### config.mk
export PLATFORM = sky130hd
export DESIGN_NAME = wdtsup_supervisor
export DESIGN_NICKNAME = d
export VERILOG_FILES = /design/src/wdtsup_pkg.sv /design/src/wdtsup_tick_counter.sv /design/src/wdtsup_supervisor.sv
export SDC_FILE = /design/constraint.sdc
export NUM_CORES = 1
export LEC_CHECK = 0
export ABC_AREA = 1
export BUFFER_PORTS_ARGS = -buffer_cell sky130_fd_sc_hd__buf_2
export CAP_MARGIN = 20
export CORE_UTILIZATION = 43
export DETAILED_ROUTE_END_ITERATION = 12
export PLACE_DENSITY = 0.6
export REMOVE_ABC_BUFFERS = 1
export SLEW_MARGIN = 20
export SYNTH_ARGS = -nofsm -noshare
export SYNTH_HDL_FRONTEND = slang
export SYNTH_SLANG_ARGS = --single-unit
### constraint.sdc
create_clock -name clock -period 3.5 [get_ports clock]
set_input_delay 0.7 -clock clock [delete_from_list [all_inputs] [get_ports clock]]
set_output_delay 0.7 -clock clock [all_outputs]
set_load 0.005 [all_outputs]
### src/wdtsup_pkg.sv
// constants and types shared by the watchdog supervisor files
//
// Contract
// - timeout is 2^prescale times 512 crystal periods; prescale sits in bits 7..4
// - with select bit 3 set, expiry raises an interrupt instead of reset; the code still resets on prescale codes 1000 and up
// - watchdog interrupt ignores the global interrupt allow bit
// - watchdog interrupt is always serviced at the fixed high priority
// - with interrupt response, the watchdog works as a periodic prescaled timer
// - status flag bit 2 sets on every watchdog timeout
// - status clears only by software zero or hardware reset, not watchdog reset
// - writing one to arm bit 1 enables and restarts the counter
// - software must re-arm within each period, else reset or interrupt follows
// - arm clears on zero write, watchdog reset, hardware reset, supply-monitor interrupt
// - register write takes effect only right after an instruction set unlock bit 0
package wdtsup_pkg;

	localparam int         CTRL_W          = 8;
	localparam int         PRE_LSB         = 4;
	localparam int         PRE_W           = 4;
	localparam int         INT_SEL_BIT     = 3;
	localparam int         STATUS_BIT      = 2;
	localparam int         ARM_BIT         = 1;
	localparam int         UNLOCK_BIT      = 0;
	localparam logic [7:0] CTRL_RESET      = 8'h00;
	localparam int         XTAL_HZ         = 32768;
	localparam int         BASE_TICKS_LOG2 = 9;
	localparam logic [3:0] PRE_IMMEDIATE   = 4'h8;
	localparam int         CNT_W           = BASE_TICKS_LOG2 + 8;

	typedef struct packed
	{
		logic [PRE_W-1:0] prescale;
		logic             int_sel;
		logic             status;
		logic             arm;
		logic             unlock;
	} wdtsup_ctrl_t;

	typedef struct packed
	{
		logic        wr;
		logic [7:0]  wdata;
		logic        instr_end;
	} wdtsup_sfr_t;

	typedef enum
	{
		ST_OFF,
		ST_COUNT,
		ST_FIRE
	} wdtsup_state_t;

endpackage

### src/wdtsup_tick_counter.sv
// crystal tick counter with programmable terminal count
`timescale 1ns/1ps
`default_nettype none

module wdtsup_tick_counter #(
	parameter int W = 17
)
(
	// clock and reset
	input  wire logic         clock,
	input  wire logic         resetn,
	// control
	input  wire logic         clear,
	input  wire logic         tick,
	input  wire logic [W-1:0] limit,
	// result
	output var  logic         done_reg
);

	logic [W-1:0] count_reg;
	logic [W-1:0] count_next;
	logic         last;
	logic         done_next;

	assign last       = (count_reg == (limit - W'(1)));
	assign count_next = clear ? '0 : (tick ? (last ? '0 : count_reg + W'(1)) : count_reg);
	assign done_next  = tick & last & ~clear;

	always_ff @(posedge clock)
	begin
		if (!resetn)
		begin
			count_reg <= '0;
			done_reg  <= 1'b0;
		end
		else
		begin
			count_reg <= count_next;
			done_reg  <= done_next;
		end
	end

endmodule

`default_nettype wire

### src/wdtsup_supervisor.sv
// watchdog supervisor: control register, timeout counter, reset and interrupt requests
`timescale 1ns/1ps
`default_nettype none

module wdtsup_supervisor
	import wdtsup_pkg::*;
(
	// clock and hardware reset
	input  wire logic                    clock,
	input  wire logic                    resetn,
	// special-function register access from the core
	input  wire wdtsup_pkg::wdtsup_sfr_t sfr,
	output var  logic [7:0]              sfr_rdata_reg,
	// crystal clock pin, sampled
	input  wire logic                    xtal_in,
	// supply monitor interrupt event
	input  wire logic                    supply_monitor_irq,
	// interrupt acknowledge from the core
	input  wire logic                    irq_ack,
	// requests to the core
	output var  logic                    wd_reset_req_reg,
	output var  logic                    wd_irq_req_reg,
	output var  logic                    wd_irq_high_prio_reg
);

	import wdtsup_pkg::*;

	// crystal synchroniser; first stage only feeds the second
	logic xtal_s1_reg;
	logic xtal_s2_reg;
	logic xtal_s3_reg;
	logic xtal_tick;

	// control register image
	wdtsup_ctrl_t ctrl_reg;
	wdtsup_ctrl_t ctrl_next;
	logic         unlock_pend_reg;
	logic         unlock_pend_next;

	// state
	wdtsup_state_t state_reg;
	wdtsup_state_t state_next;

	// decoded terms
	logic             wr_ok;
	logic             wr_locked_unlock;
	logic             arm_write;
	logic             sw_clear_status;
	logic             immediate;
	logic             imm_code;
	logic             fire;
	logic             fire_reset;
	logic             fire_irq;
	logic             cnt_clear;
	logic             cnt_done;
	logic [CNT_W-1:0] cnt_limit;
	logic             irq_next;

	assign xtal_tick = xtal_s2_reg & ~xtal_s3_reg;

	// a locked write can only raise the unlock bit; other bits are ignored
	assign wr_ok            = sfr.wr & ctrl_reg.unlock;
	assign wr_locked_unlock = sfr.wr & ~ctrl_reg.unlock & sfr.wdata[UNLOCK_BIT];

	// unlock lives through the next instruction only, then drops
	assign unlock_pend_next = sfr.instr_end ? 1'b0 :
		(unlock_pend_reg | wr_locked_unlock);

	assign arm_write       = wr_ok & sfr.wdata[ARM_BIT];
	assign sw_clear_status = wr_ok & ~sfr.wdata[STATUS_BIT];

	// reserved codes above 1000 behave like 1000 here
	assign imm_code  = (ctrl_reg.prescale >= PRE_IMMEDIATE);

	// the zero-length period always resets, even with interrupt response selected
	assign immediate = ctrl_reg.arm & imm_code;

	// period is 2^(prescale+9) crystal ticks; only codes 0..7 reach this
	assign cnt_limit = CNT_W'(1) << (CNT_W'(ctrl_reg.prescale[2:0])
		+ CNT_W'(BASE_TICKS_LOG2));

	assign fire       = (state_reg == ST_FIRE);
	assign fire_reset = fire & (~ctrl_reg.int_sel | imm_code);
	assign fire_irq   = fire & ctrl_reg.int_sel & ~imm_code;

	// a refresh or any leave from counting restarts the period from zero
	assign cnt_clear = arm_write | (state_reg != ST_COUNT);

	wdtsup_tick_counter #(
		.W (CNT_W)
	)
	wdtsup_tick_counter_inst
	(
		.clock    (clock),
		.resetn   (resetn),
		.clear    (cnt_clear),
		.tick     (xtal_tick),
		.limit    (cnt_limit),
		.done_reg (cnt_done)
	);

	// next control image
	always_comb
	begin
		ctrl_next = ctrl_reg;
		if (wr_ok)
		begin
			ctrl_next.prescale = sfr.wdata[PRE_LSB +: PRE_W];
			ctrl_next.int_sel  = sfr.wdata[INT_SEL_BIT];
			ctrl_next.arm      = sfr.wdata[ARM_BIT];
		end
		if (sfr.instr_end)
		begin
			ctrl_next.unlock = unlock_pend_reg | wr_locked_unlock;
		end
		// timeout wins over a software clear in the same cycle
		ctrl_next.status = fire | (ctrl_reg.status & ~sw_clear_status);
		if (fire_reset | supply_monitor_irq)
		begin
			ctrl_next.arm = 1'b0;
		end
	end

	// sequencing of counting and expiry
	always_comb
	begin
		state_next = state_reg;
		case (state_reg)
			ST_OFF:
			begin
				if (ctrl_reg.arm)
				begin
					state_next = ST_COUNT;
				end
			end
			ST_COUNT:
			begin
				if (!ctrl_reg.arm)
				begin
					state_next = ST_OFF;
				end
				else if (immediate | (cnt_done & ~arm_write))
				begin
					state_next = ST_FIRE;
				end
			end
			ST_FIRE:
			begin
				// interrupt response keeps running as a periodic timer
				state_next = fire_irq ? ST_COUNT : ST_OFF;
			end
			default:
			begin
				state_next = ST_OFF;
			end
		endcase
	end

	// the request goes out on a dedicated line that the allow bit never gates
	assign irq_next = fire_irq | (wd_irq_req_reg & ~irq_ack);

	always_ff @(posedge clock)
	begin
		if (!resetn)
		begin
			xtal_s1_reg <= 1'b0;
			xtal_s2_reg <= 1'b0;
			xtal_s3_reg <= 1'b0;
		end
		else
		begin
			xtal_s1_reg <= xtal_in;
			xtal_s2_reg <= xtal_s1_reg;
			xtal_s3_reg <= xtal_s2_reg;
		end
	end

	// hardware reset is the only reset that clears the status flag
	always_ff @(posedge clock)
	begin
		if (!resetn)
		begin
			ctrl_reg        <= wdtsup_ctrl_t'(CTRL_RESET);
			unlock_pend_reg <= 1'b0;
			state_reg       <= ST_OFF;
		end
		else
		begin
			ctrl_reg        <= ctrl_next;
			unlock_pend_reg <= unlock_pend_next;
			state_reg       <= state_next;
		end
	end

	always_ff @(posedge clock)
	begin
		if (!resetn)
		begin
			wd_reset_req_reg     <= 1'b0;
			wd_irq_req_reg       <= 1'b0;
			wd_irq_high_prio_reg <= 1'b0;
		end
		else
		begin
			wd_reset_req_reg     <= fire_reset;
			wd_irq_req_reg       <= irq_next;
			wd_irq_high_prio_reg <= irq_next;
		end
	end

	// readback follows the image the control register takes at this same edge
	always_ff @(posedge clock)
	begin
		if (!resetn)
		begin
			sfr_rdata_reg <= CTRL_RESET;
		end
		else
		begin
			sfr_rdata_reg <= ctrl_next;
		end
	end

endmodule

`default_nettype wire

==> reports/metrics.cfg, run 1 <==
[sta]
tns_ns = 0
period_minus_slack_ns = 2.345
fin_worst_skew_ns = 0.004482
rsz0062_at_grt = false
hold_viol = 0
drv_slew = 0
fin_ws_ns = 1.155
setup_violations = 0
max_freq_mhz = 426.5
post-route-period-util_pct = 66.99
tightest_slew_ns = 0.6093
max_slew_margin_pct = 59.01
holdWs_ns = 0.4204

[critical_path]
crit_type = register to register
critical_path.startpoint = sfr_rdata_reg[5]
r2r-start = sfr_rdata_reg[5]
crit_path_end_kind = register
cp_cell_sequence = nand2_2 > inv_1 > ha_1 > nor2_4 > nand3_1 > nand2_1 > nand4_1 > nand2_1 > nand3_1 > nor2_2 > nand4_4 > nand2_4 > nor2_1
crit_slowest_cell = ha_1
cp_max_fo = 10
start_kind = register
max_stage_delay_ns = 0.36
critical_path_arrival_ns = 2.52
ff2ff_path_depth = 13
crit_required_ns = 3.67

[power]
ir_drop_uv = 210.0
p_leak_nw = 1.077
p_sw_w = 0.0001815
power_per_cell_area_mw_per_mm2 = 396.9
p_int_w = 0.0007192
power.share.clock_pct = 49.4
seq_power_share_pct = 44.1
netSwitchingFraction_pct = 20.15
power_frac_comb_pct = 6.5

[synth]
synth.avg_cell_area_sq_um = 6.544
syn_area_sq_mm = 0.001963
synth-seq-cells = 34
synth_edf_count = 0
yosysTopAreaCell = dfxtp_1
yosys.area.top_type_share_pct = 34.67
synth_cell_types = 28
seq_area_frac_synth_pct = 34.67
syn_inst = 300
yosysMostFrequentCell = nand2_1
synthTopCellsByCount = nand2_1, inv_1, nor2_1, dfxtp_1, nand3_1
postSynth.asyncResetShare_pct = 0
synth_ff_type = dfxtp_1
synth_area_leaders = dfxtp_1, nand2_1, inv_1
yosys_warnings = 0

[cts]
clkSinkCount = 34
holdBufCountCts = 0
cts_tree = yes
cts-root-to-sink-buffers = 2
clkTransAtPathRegs_ns = 0.07
cts_setup_buffers = 0
ctsResizeCount = 0
cts_root_buf = clkbuf_8
cts_buffers = 5
clk_latency_ns = 0.28
htree_levels = 2

[layout]
syn_to_final_growth_pct = 15.62
utilization_pct = 51.77
instances_no_fill = 381
diodes = 0
fillers = 443
drive_above_1_share_pct = 13.37
largest_reg_flops = 17
regArea_sq_um = 680.7
fin_nets = 346
multi_input_area_sq_mm = 0.001061

[global_route]
grt.overflow.total = 0
grt_max_degree = 13
antenna_found_initial = 0
grtUsageTotal_pct = 20.44
grt_pass1_wl_mm = 7.907
grt_pass1_vias = 1799

[die]
num_rows = 24
die_area_sq_mm = 0.004839
ios = 26
die_h_um = 69.57
core_sq_mm = 0.004384
die_x_um = 69.57
start_util_pct = 44.78

[routing]
routed_wl_mm = 4.474
drt_iter0_markers = 125
ant_nets = 0
avgRoutedWirePerCell_um = 11.74
drt_pre_antenna_iters = 4
num_vias = 1869
vias_per_cell = 4.906
drc_errors = 0

[hold_path]
whs_path_depth = 2
hold_path_class = register to register
hold_start = xtal_s1_reg

[run]
drv_cap = 0

[placed_design]
port_buffers = 25
place_congestion = 0.9544
place.detailed.hpwl_mm = 3.560
place_ws_ns = 1.172
post-place-cells = 373

[status]
status = complete, no violations

-- through the flow --
| stage | power [W] | cell area, sq um |
|---|---|---|
| after global routing | 0.0009394 | 2270 |
| final | 0.0009007 | 2270 |
| after CTS | 0.0009111 | 2270 |
| after floorplan | 0.0004420 | 1937 |
| after global placement | 0.0004645 | 2127 |
| after detailed placement | 0.0004647 | 2127 |
-- path summary, 6_finish.rpt --
kind,end,slack [ns]
worst max-delay path,wdtsup_tick_counter_inst.count_reg[9],1.16
worst min-delay path,xtal_s2_reg,0.42
worst max register to register,wdtsup_tick_counter_inst.count_reg[9],1.16
worst min register to register,xtal_s2_reg,0.42
-- critical path, delay by kind of cell (launching register included) --
kind          cells  cell delay, ns
fa+ha+maj         1            0.36
buf+inv           1            0.06
flops             1            0.35
simple gates     11            1.48
-- placed cells by master (no fill, tap or decap) --
cell type and count:
inv_1 52, bufinv_16 2, buf_2 25, nor2_2 2, nand3_1 27, o21ai_0 14, nand2_4 1, a31o_2 1
nor2_4 4, nand2_1 63, nor2_1 46, and2_1 1, dfxtp_1 34, nand3b_1 2, clkbuf_8 6, nor3_1 5
nand4_1 6, nor4_1 1, xnor2_1 1, ha_1 3, a21oi_1 15, a2111oi_0 1, nand2_2 2, nand4_4 1
a31oi_1 2, o21a_1 1, xor2_1 10, a21boi_0 1
-- power groups by stage --
stage               combinational, W  sequential, W  clock (W)
floorplan                  0.0000364       0.000406          0
global placement           0.0000587       0.000406          0
detailed placement         0.0000588       0.000406          0
CTS                        0.0000591       0.000397   0.000455
global route               0.0000667       0.000397   0.000475
finish                     0.0000586       0.000397   0.000445
-- kinds of logic after synthesis --
group / after synthesis / share of synthesized area, %
simple gates: 161 / 37.54
buf+inv: 56 / 11.28
compound gates: 35 / 9.688
flops: 34 / 34.67
xor+xnor: 11 / 4.907
fa+ha+maj: 3 / 1.912
-- layout make-up --
class / instances / share of cell area, %
clock inverter: 2 / 2.646
inverter: 52 / 8.600
tap: 52 / 2.867
sequential: 34 / 29.99
timing repair buffer: 25 / 5.513
clock buffer: 6 / 3.638
multi-input combinational: 210 / 46.75
-- layer usage --
layer | share of wire (%) | wire, um | GRT usage, % | vias up
li1 | - | - | - | 997
met1 | 48 | 2153 | 25.59 | 827
met2 | 46 | 2041 | 33.23 | 34
met3 | 4.1 | 182 | 4.506 | 11
met4 | 2.1 | 96 | 9.751 | 0
met5 | 0 | 0 | 0 | -
No activity file was read; power rests on OpenSTA's default activity.
==> run 2: changes to the inputs <==
ABC_AREA = 0   (was 1)
PLACE_DENSITY = 0.63   (was 0.6)
clock period = 2 ns   (was 3.5 ns; I/O delays follow)
==> reports/metrics.cfg, run 2 <==
[status]
status = finished with violations
violations = setup timing

[sta]
tns_ns = -2.688  ; -2.688 ns
tightest_slew_ns = 0.3991  ; -0.2101 ns
rsz0062_at_grt = true
drv_slew = 0  ; unchanged
fin_ws_ns = -0.1876  ; -1.343 ns
max_slew_margin_pct = 73.39  ; +14 points
fin_worst_skew_ns = 0.004758  ; +0.0002763 ns
period_minus_slack_ns = 2.188  ; -0.1572 ns
post-route-period-util_pct = 109.4  ; +42 points
setup_violations = 18  ; +18
holdWs_ns = 0.2822  ; -0.1382 ns
hold_viol = 0  ; unchanged
max_freq_mhz = 457.1  ; +7.2%

[synth]
yosysMostFrequentCell = dfxtp_1
synth_ff_type = dfxtp_1
synth_edf_count = 0  ; unchanged
yosys.area.top_type_share_pct = 35.23  ; +0.56 points
yosys_warnings = 0  ; unchanged
postSynth.asyncResetShare_pct = 0  ; unchanged
yosysTopAreaCell = dfxtp_1
synthTopCellsByCount = dfxtp_1, nand3_1, nor2_1, nand2_1, nor3_1
synth_area_leaders = dfxtp_1, nor3_2, xnor2_1
syn_inst = 219  ; -27%
syn_area_sq_mm = 0.001932  ; -1.6%
synth.avg_cell_area_sq_um = 8.821  ; +35%
seq_area_frac_synth_pct = 35.23  ; +0.56 points
synth_cell_types = 54  ; +93%
synth-seq-cells = 34  ; unchanged

[critical_path]
critPathTopFamily = simple AND/OR/NAND/NOR gates
crit_path_end_kind = register
critical_path_arrival_ns = 2.37  ; -0.15 ns
path_buf_inv = 2  ; +1
cp_cell_sequence = nand2_2 > inv_2 > ha_4 > or4_4 > o21ai_2 > nand2_2 > nor4_4 > buf_4 > nor3_2
crit_type = register to register
cp_num_cells = 9  ; -4
crit_required_ns = 2.18  ; -1.49 ns
crit_path_frequent_cell = nand2_2
ff2ff_path_depth = 9  ; -4
max_stage_delay_ns = 0.52  ; +0.16 ns
r2r-start = sfr_rdata_reg[5]
cp_max_fo = 10  ; unchanged
r2r_setup_slack_ns = -0.19  ; -1.34 ns
start_kind = register
crit_slowest_cell = or4_4
rr_endpoint = wdtsup_tick_counter_inst.count_reg[15]

[placed_design]
place_congestion = 0.8238  ; -14%
port_buffers = 25  ; unchanged
post-place-cells = 310  ; -17%
place.detailed.hpwl_mm = 3.084  ; -13%
place_area_sq_mm = 0.002227  ; +4.7%

[cts]
cts_buffers = 5  ; unchanged
cts_root_buf = clkbuf_8
clkSinkCount = 34  ; unchanged
clk_latency_ns = 0.29  ; about the same
htree_levels = 2  ; unchanged
cts-root-to-sink-buffers = 2  ; unchanged
holdBufCountCts = 0  ; unchanged
cts_tree = yes
clkTransAtPathRegs_ns = 0.07  ; about the same

[die]
ios = 26  ; unchanged
num_rows = 24  ; unchanged
die_x_um = 69.03  ; -0.78%
start_util_pct = 44.68  ; -0.10 points
core_sq_mm = 0.004324  ; -1.4%
die_area_sq_mm = 0.004764  ; -1.5%
die_h_um = 69.03  ; -0.78%

[global_route]
grt_pass1_wl_mm = 7.783  ; -1.6%
grt_max_degree = 17  ; +4
grtUsageTotal_pct = 20.29  ; -0.15 points
grt_pass1_vias = 1654  ; -8.1%
grt.overflow.total = 0  ; unchanged
antenna_found_initial = 0  ; unchanged

[power]
power_per_cell_area_mw_per_mm2 = 610.1  ; +54%
p_leak_nw = 0.9740  ; -9.6%
ir_drop_uv = 473.8  ; +130%

[layout]
drive_above_1_share_pct = 38.04  ; +25 points
layout_commonest_cell = buf_4
fin_nets = 293  ; -15%
instances_no_fill = 328  ; -14%
syn_to_final_growth_pct = 30.51
diodes = 0  ; unchanged
stdcell_area_sq_mm = 0.002521  ; +11%
largest_reg_flops = 17  ; unchanged
layout_common_cells = buf_4, dfxtp_1, buf_2, nor2_1, nand3_1
utilization_pct = 58.30  ; +6.5 points

[hold_path]
whs_path_depth = 2  ; unchanged
min_to = sfr_rdata_reg[1]
hold_start = supply_monitor_irq
hold_path_class = input port to register

[routing]
drt_pre_antenna_iters = 4  ; unchanged
vias_per_cell = 5.430  ; +11%
avgRoutedWirePerCell_um = 13.45  ; +15%
drt_iter0_markers = 179  ; +43%
num_vias = 1781  ; -4.7%
routed_wl_mm = 4.413  ; -1.4%
drc_errors = 0  ; unchanged
ant_nets = 0  ; unchanged

[run]
drv_cap = 0  ; unchanged

==> run 2: cell count changes after synthesis, sizes merged, moves of 8 or more <==
cell | previous run | this run
o21ai | 14 | 5
xnor2 | 1 | 9
nand3 | 27 | 16
inv | 52 | 10
nand2 | 66 | 14
nor3 | 5 | 21
a21oi | 15 | 5
nor2 | 52 | 14
==> run 2: per-layer routing <==
| layer | wire [um] | vias to the layer above | share of wire [%] | track usage [%] |
|---|---|---|---|---|
| li1 | - | 897 | - | - |
| met1 | 2035 | 846 | 46 | 26.46 |
| met2 | 2139 | 30 | 48 | 31.82 |
| met3 | 167 | 8 | 3.8 | 4.532 |
| met4 | 70 | 0 | 1.6 | 9.297 |
| met5 | 0 | - | 0 | 0 |
==> run 2: worst max path at each step <==
stage / startpoint / slack, ns / endpoint
floorplan: sfr_rdata_reg[5] / -0.74 / wdtsup_tick_counter_inst.count_reg[10]
global placement: sfr_rdata_reg[5] / -0.29 / wdtsup_tick_counter_inst.count_reg[0]
detailed placement: sfr_rdata_reg[5] / -0.35 / wdtsup_tick_counter_inst.count_reg[10]
CTS: sfr_rdata_reg[5] / -0.18 / wdtsup_tick_counter_inst.done_reg
global route: sfr_rdata_reg[5] / -0.30 / wdtsup_tick_counter_inst.count_reg[15]
finish: sfr_rdata_reg[5] / -0.19 / wdtsup_tick_counter_inst.count_reg[15]
==> run 2: layout make-up <==
class / count / area [sq um]
fillers: 398 / 1803
multi-input cells: 163 / 1186
flip-flops and latches: 34 / 684.4
repair buffers: 61 / 410.4
clock buffers: 5 / 68.82
clock inverters: 3 / 68.82
well taps: 52 / 65.06
inverters: 10 / 37.54
==> run 2: logic make-up (layout without fill, tap and decap cells) <==
logic type	after synthesis	after routing	synth area share (%)
xor gates and xnor gates	16	16	7.254
DFF	34	34	35.23
buffers and inverters	22	79	6.606
muxes	3	3	1.749
AOI/OAI and AO/OA	28	28	10.56
adders and majority gates	3	3	1.943
and+or+nand+nor	113	113	36.66
==> run 2: through the flow <==
stage,worst slack [ns],total power (W)
floorplan,-0.7407,0.0007429
global placement,-0.2924,0.0007791
detailed placement,-0.3465,0.0007804
CTS,-0.1800,0.001554
global route,-0.2963,0.001600
finish,-0.1876,0.001538
==> run 2: where the power goes <==
part / internal (W) / switching (W)
clock: 0.000499 / 0.000269
combinational: 0.0000377 / 0.0000405
sequential: 0.000685 / 0.00000698
total: 0.00122 / 0.000316
==> run 2: worst reg2reg max path, delay by kind of cell (launching register included) <==
family	cells	cell delay, ns
AOI/OAI and AO/OA	1	0.18
adders and majority gates	1	0.25
buffers and inverters	2	0.26
DFF	1	0.33
and+or+nand+nor	5	1.07
==> run 2: timing repair <==
item                                    4_1_cts  5_1_grt
gates cloned                                  1        0
pin swaps                                     3        4
buffers inserted                              9        0
gates resized for setup                      24        2
endpoints found under the setup margin       18       18
==> run 3: changes to the inputs <==
BUFFER_PORTS_ARGS = default   (was -buffer_cell sky130_fd_sc_hd__buf_2)
DONT_BUFFER_PORTS = 1   (was default)
PLACE_DENSITY = 0.58   (was 0.63)
==> reports/metrics.cfg, run 3 (synthesized netlist as in run 2, its figures left out) <==
[status]
status = finished with violations
violations = setup timing

[routing]
num_vias = 1641  ; -7.9%
routed_wl_mm = 4.376  ; -0.84%
drt_iter0_markers = 89  ; -50%
drt_pre_antenna_iters = 4  ; unchanged
ant_nets = 0  ; unchanged
vias_per_cell = 5.452  ; +0.40%
drc_errors = 0  ; unchanged
avgRoutedWirePerCell_um = 14.54  ; +8.1%

[sta]
max_slew_margin_pct = 72.15  ; -1.2 points
post-route-period-util_pct = 109.5  ; +0.15 points
period_minus_slack_ns = 2.191  ; +0.002939 ns
tns_ns = -2.508  ; +0.1807 ns
fin_worst_skew_ns = 0.005644  ; +0.0008854 ns
holdWs_ns = 0.1777  ; -0.1045 ns
fin_ws_ns = -0.1905  ; -0.002939 ns
drv_slew = 0  ; unchanged
max_freq_mhz = 456.5  ; -0.13%
setup_violations = 18  ; unchanged
tightest_slew_ns = 0.4072  ; +0.008022 ns
hold_viol = 0  ; unchanged
rsz0062_at_grt = true

[cts]
cts_tree = yes
cts_buffers = 5  ; unchanged
clk_latency_ns = 0.29  ; about the same
clkTransAtPathRegs_ns = 0.07  ; about the same
holdBufCountCts = 0  ; unchanged
cts_root_buf = clkbuf_8
clkSinkCount = 34  ; unchanged
cts-root-to-sink-buffers = 2  ; unchanged
htree_levels = 2  ; unchanged

[layout]
layout_common_cells = dfxtp_1, buf_4, nand3_1, nor2_1, nand2_1
diodes = 0  ; unchanged
largest_reg_flops = 17  ; unchanged
stdcell_area_sq_mm = 0.002490  ; -1.2%
layout_commonest_cell = dfxtp_1
fin_nets = 266  ; -9.2%
fillers = 397  ; -0.25%
syn_to_final_growth_pct = 28.89
instances_no_fill = 301  ; -8.2%
drive_above_1_share_pct = 32.53  ; -5.5 points

[die]
ios = 26  ; unchanged
start_util_pct = 44.68  ; unchanged
die_x_um = 69.03  ; unchanged
die_area_sq_mm = 0.004764  ; unchanged
num_rows = 24  ; unchanged
core_sq_mm = 0.004324  ; unchanged
die_h_um = 69.03  ; unchanged

[placed_design]
place.detailed.hpwl_mm = 2.885  ; -6.5%
port_buffers = 0  ; -100%
place_ws_ns = -0.3129  ; +0.03357 ns
place_congestion = 0.8461  ; +2.7%
place_area_sq_mm = 0.002100  ; -5.7%
post-place-cells = 283  ; -8.7%

[hold_path]
hold_start = sfr[0]
whs_path_depth = 1  ; -1
hold_path_class = input port to register

[global_route]
grtUsageTotal_pct = 19.13  ; -1.2 points
grt_max_degree = 17  ; unchanged
grt_pass1_vias = 1622  ; -1.9%
grt.overflow.total = 0  ; unchanged
antenna_found_initial = 0  ; unchanged
grt_pass1_wl_mm = 7.383  ; -5.1%

[critical_path]
crit_required_ns = 2.17  ; about the same
r2r-start = sfr_rdata_reg[5]
critical_path_arrival_ns = 2.36  ; about the same
ff2ff_path_depth = 11  ; +2
critical_path.startpoint = sfr_rdata_reg[5]
crit_type = register to register
cp_max_fo = 7  ; -3
crit_path_end_kind = register
start_kind = register

[power]
p_leak_nw = 0.8816  ; -9.5%
power_per_cell_area_mw_per_mm2 = 609.0  ; -0.19%
ir_drop_uv = 448.9  ; -5.3%

[run]
drv_cap = 0  ; unchanged

[run 3: cell types whose count changed in the layout (fill, tap and decap cells not counted), moves of 2 or more]
| cell | previous run | this run |
|---|---|---|
| nor3_2 | 10 | 8 |
| nand3_4 | 0 | 3 |
| buf_2 | 25 | 0 |
| nor3_4 | 1 | 3 |
| nand3_2 | 3 | 0 |
| buf_4 | 32 | 28 |
[run 3: through the flow]
stage                     power [W]  utilization (%)
final                      0.001516            57.58
after global routing       0.001567            57.58
after CTS                  0.001531            55.79
after detailed placement  0.0007614            48.55
after global placement    0.0007615            48.55
after floorplan           0.0007429                -
[run 3: worst paths after layout]
path                            slack, ns                               endpoint
worst min register to register       0.44                            xtal_s2_reg
worst min-delay path                 0.18                        unlock_pend_reg
worst max-delay path                -0.19  wdtsup_tick_counter_inst.count_reg[3]
worst max register to register      -0.19  wdtsup_tick_counter_inst.count_reg[3]
[run 3: cell type report]
cell class                      count  area [sq um]  share of cell area, %
Sequential cell                    34         684.4                  27.49
Clock buffer                        5         68.82                  2.764
Clock inverter                      3         68.82                  2.764
Timing Repair Buffer               34         300.3                  12.06
Tap cell                           52         65.06                  2.613
Inverter                           10         37.54                  1.508
Multi-Input combinational cell    163          1265                  50.80
[run 3: routing by layer]
metal  vias up  GRT usage, %  part of all wire (%)
met3         6         4.678                   4.4
met4         0         7.710                   1.3
met1       763         24.61                    47
met2        33         30.64                    47
met5         -             0                     0
li1        839             -                     -
[run 3: what timing repair did]
action / 4_1_cts / 5_1_grt
gates cloned: 1 / 0
resized for setup: 23 / 17
setup endpoints to repair: 18 / 18
buffers inserted: 5 / 6
pin swaps: 6 / 8
[run 3: critical path, cell delays in order (launching register included)]
cell and delay [ns]:
dfxtp_2 0.33, nand2_2 0.07, inv_2 0.04, ha_4 0.24, nor2b_4 0.15, or4_4 0.43
nand3_4 0.09, nand4_4 0.11, nor4_4 0.24, buf_4 0.16, clkbuf_16 0.15, nor3_2 0.04
[run 3: report_power, final]
| part | internal (W) | leakage [nW] | switching (W) |
|---|---|---|---|
| Sequential | 0.000685 | 0.276 | 0.00000466 |
| Combinational | 0.0000303 | 0.537 | 0.0000375 |
| Clock | 0.000499 | 0.0683 | 0.000260 |
| Total | 0.00121 | 0.882 | 0.000302 |
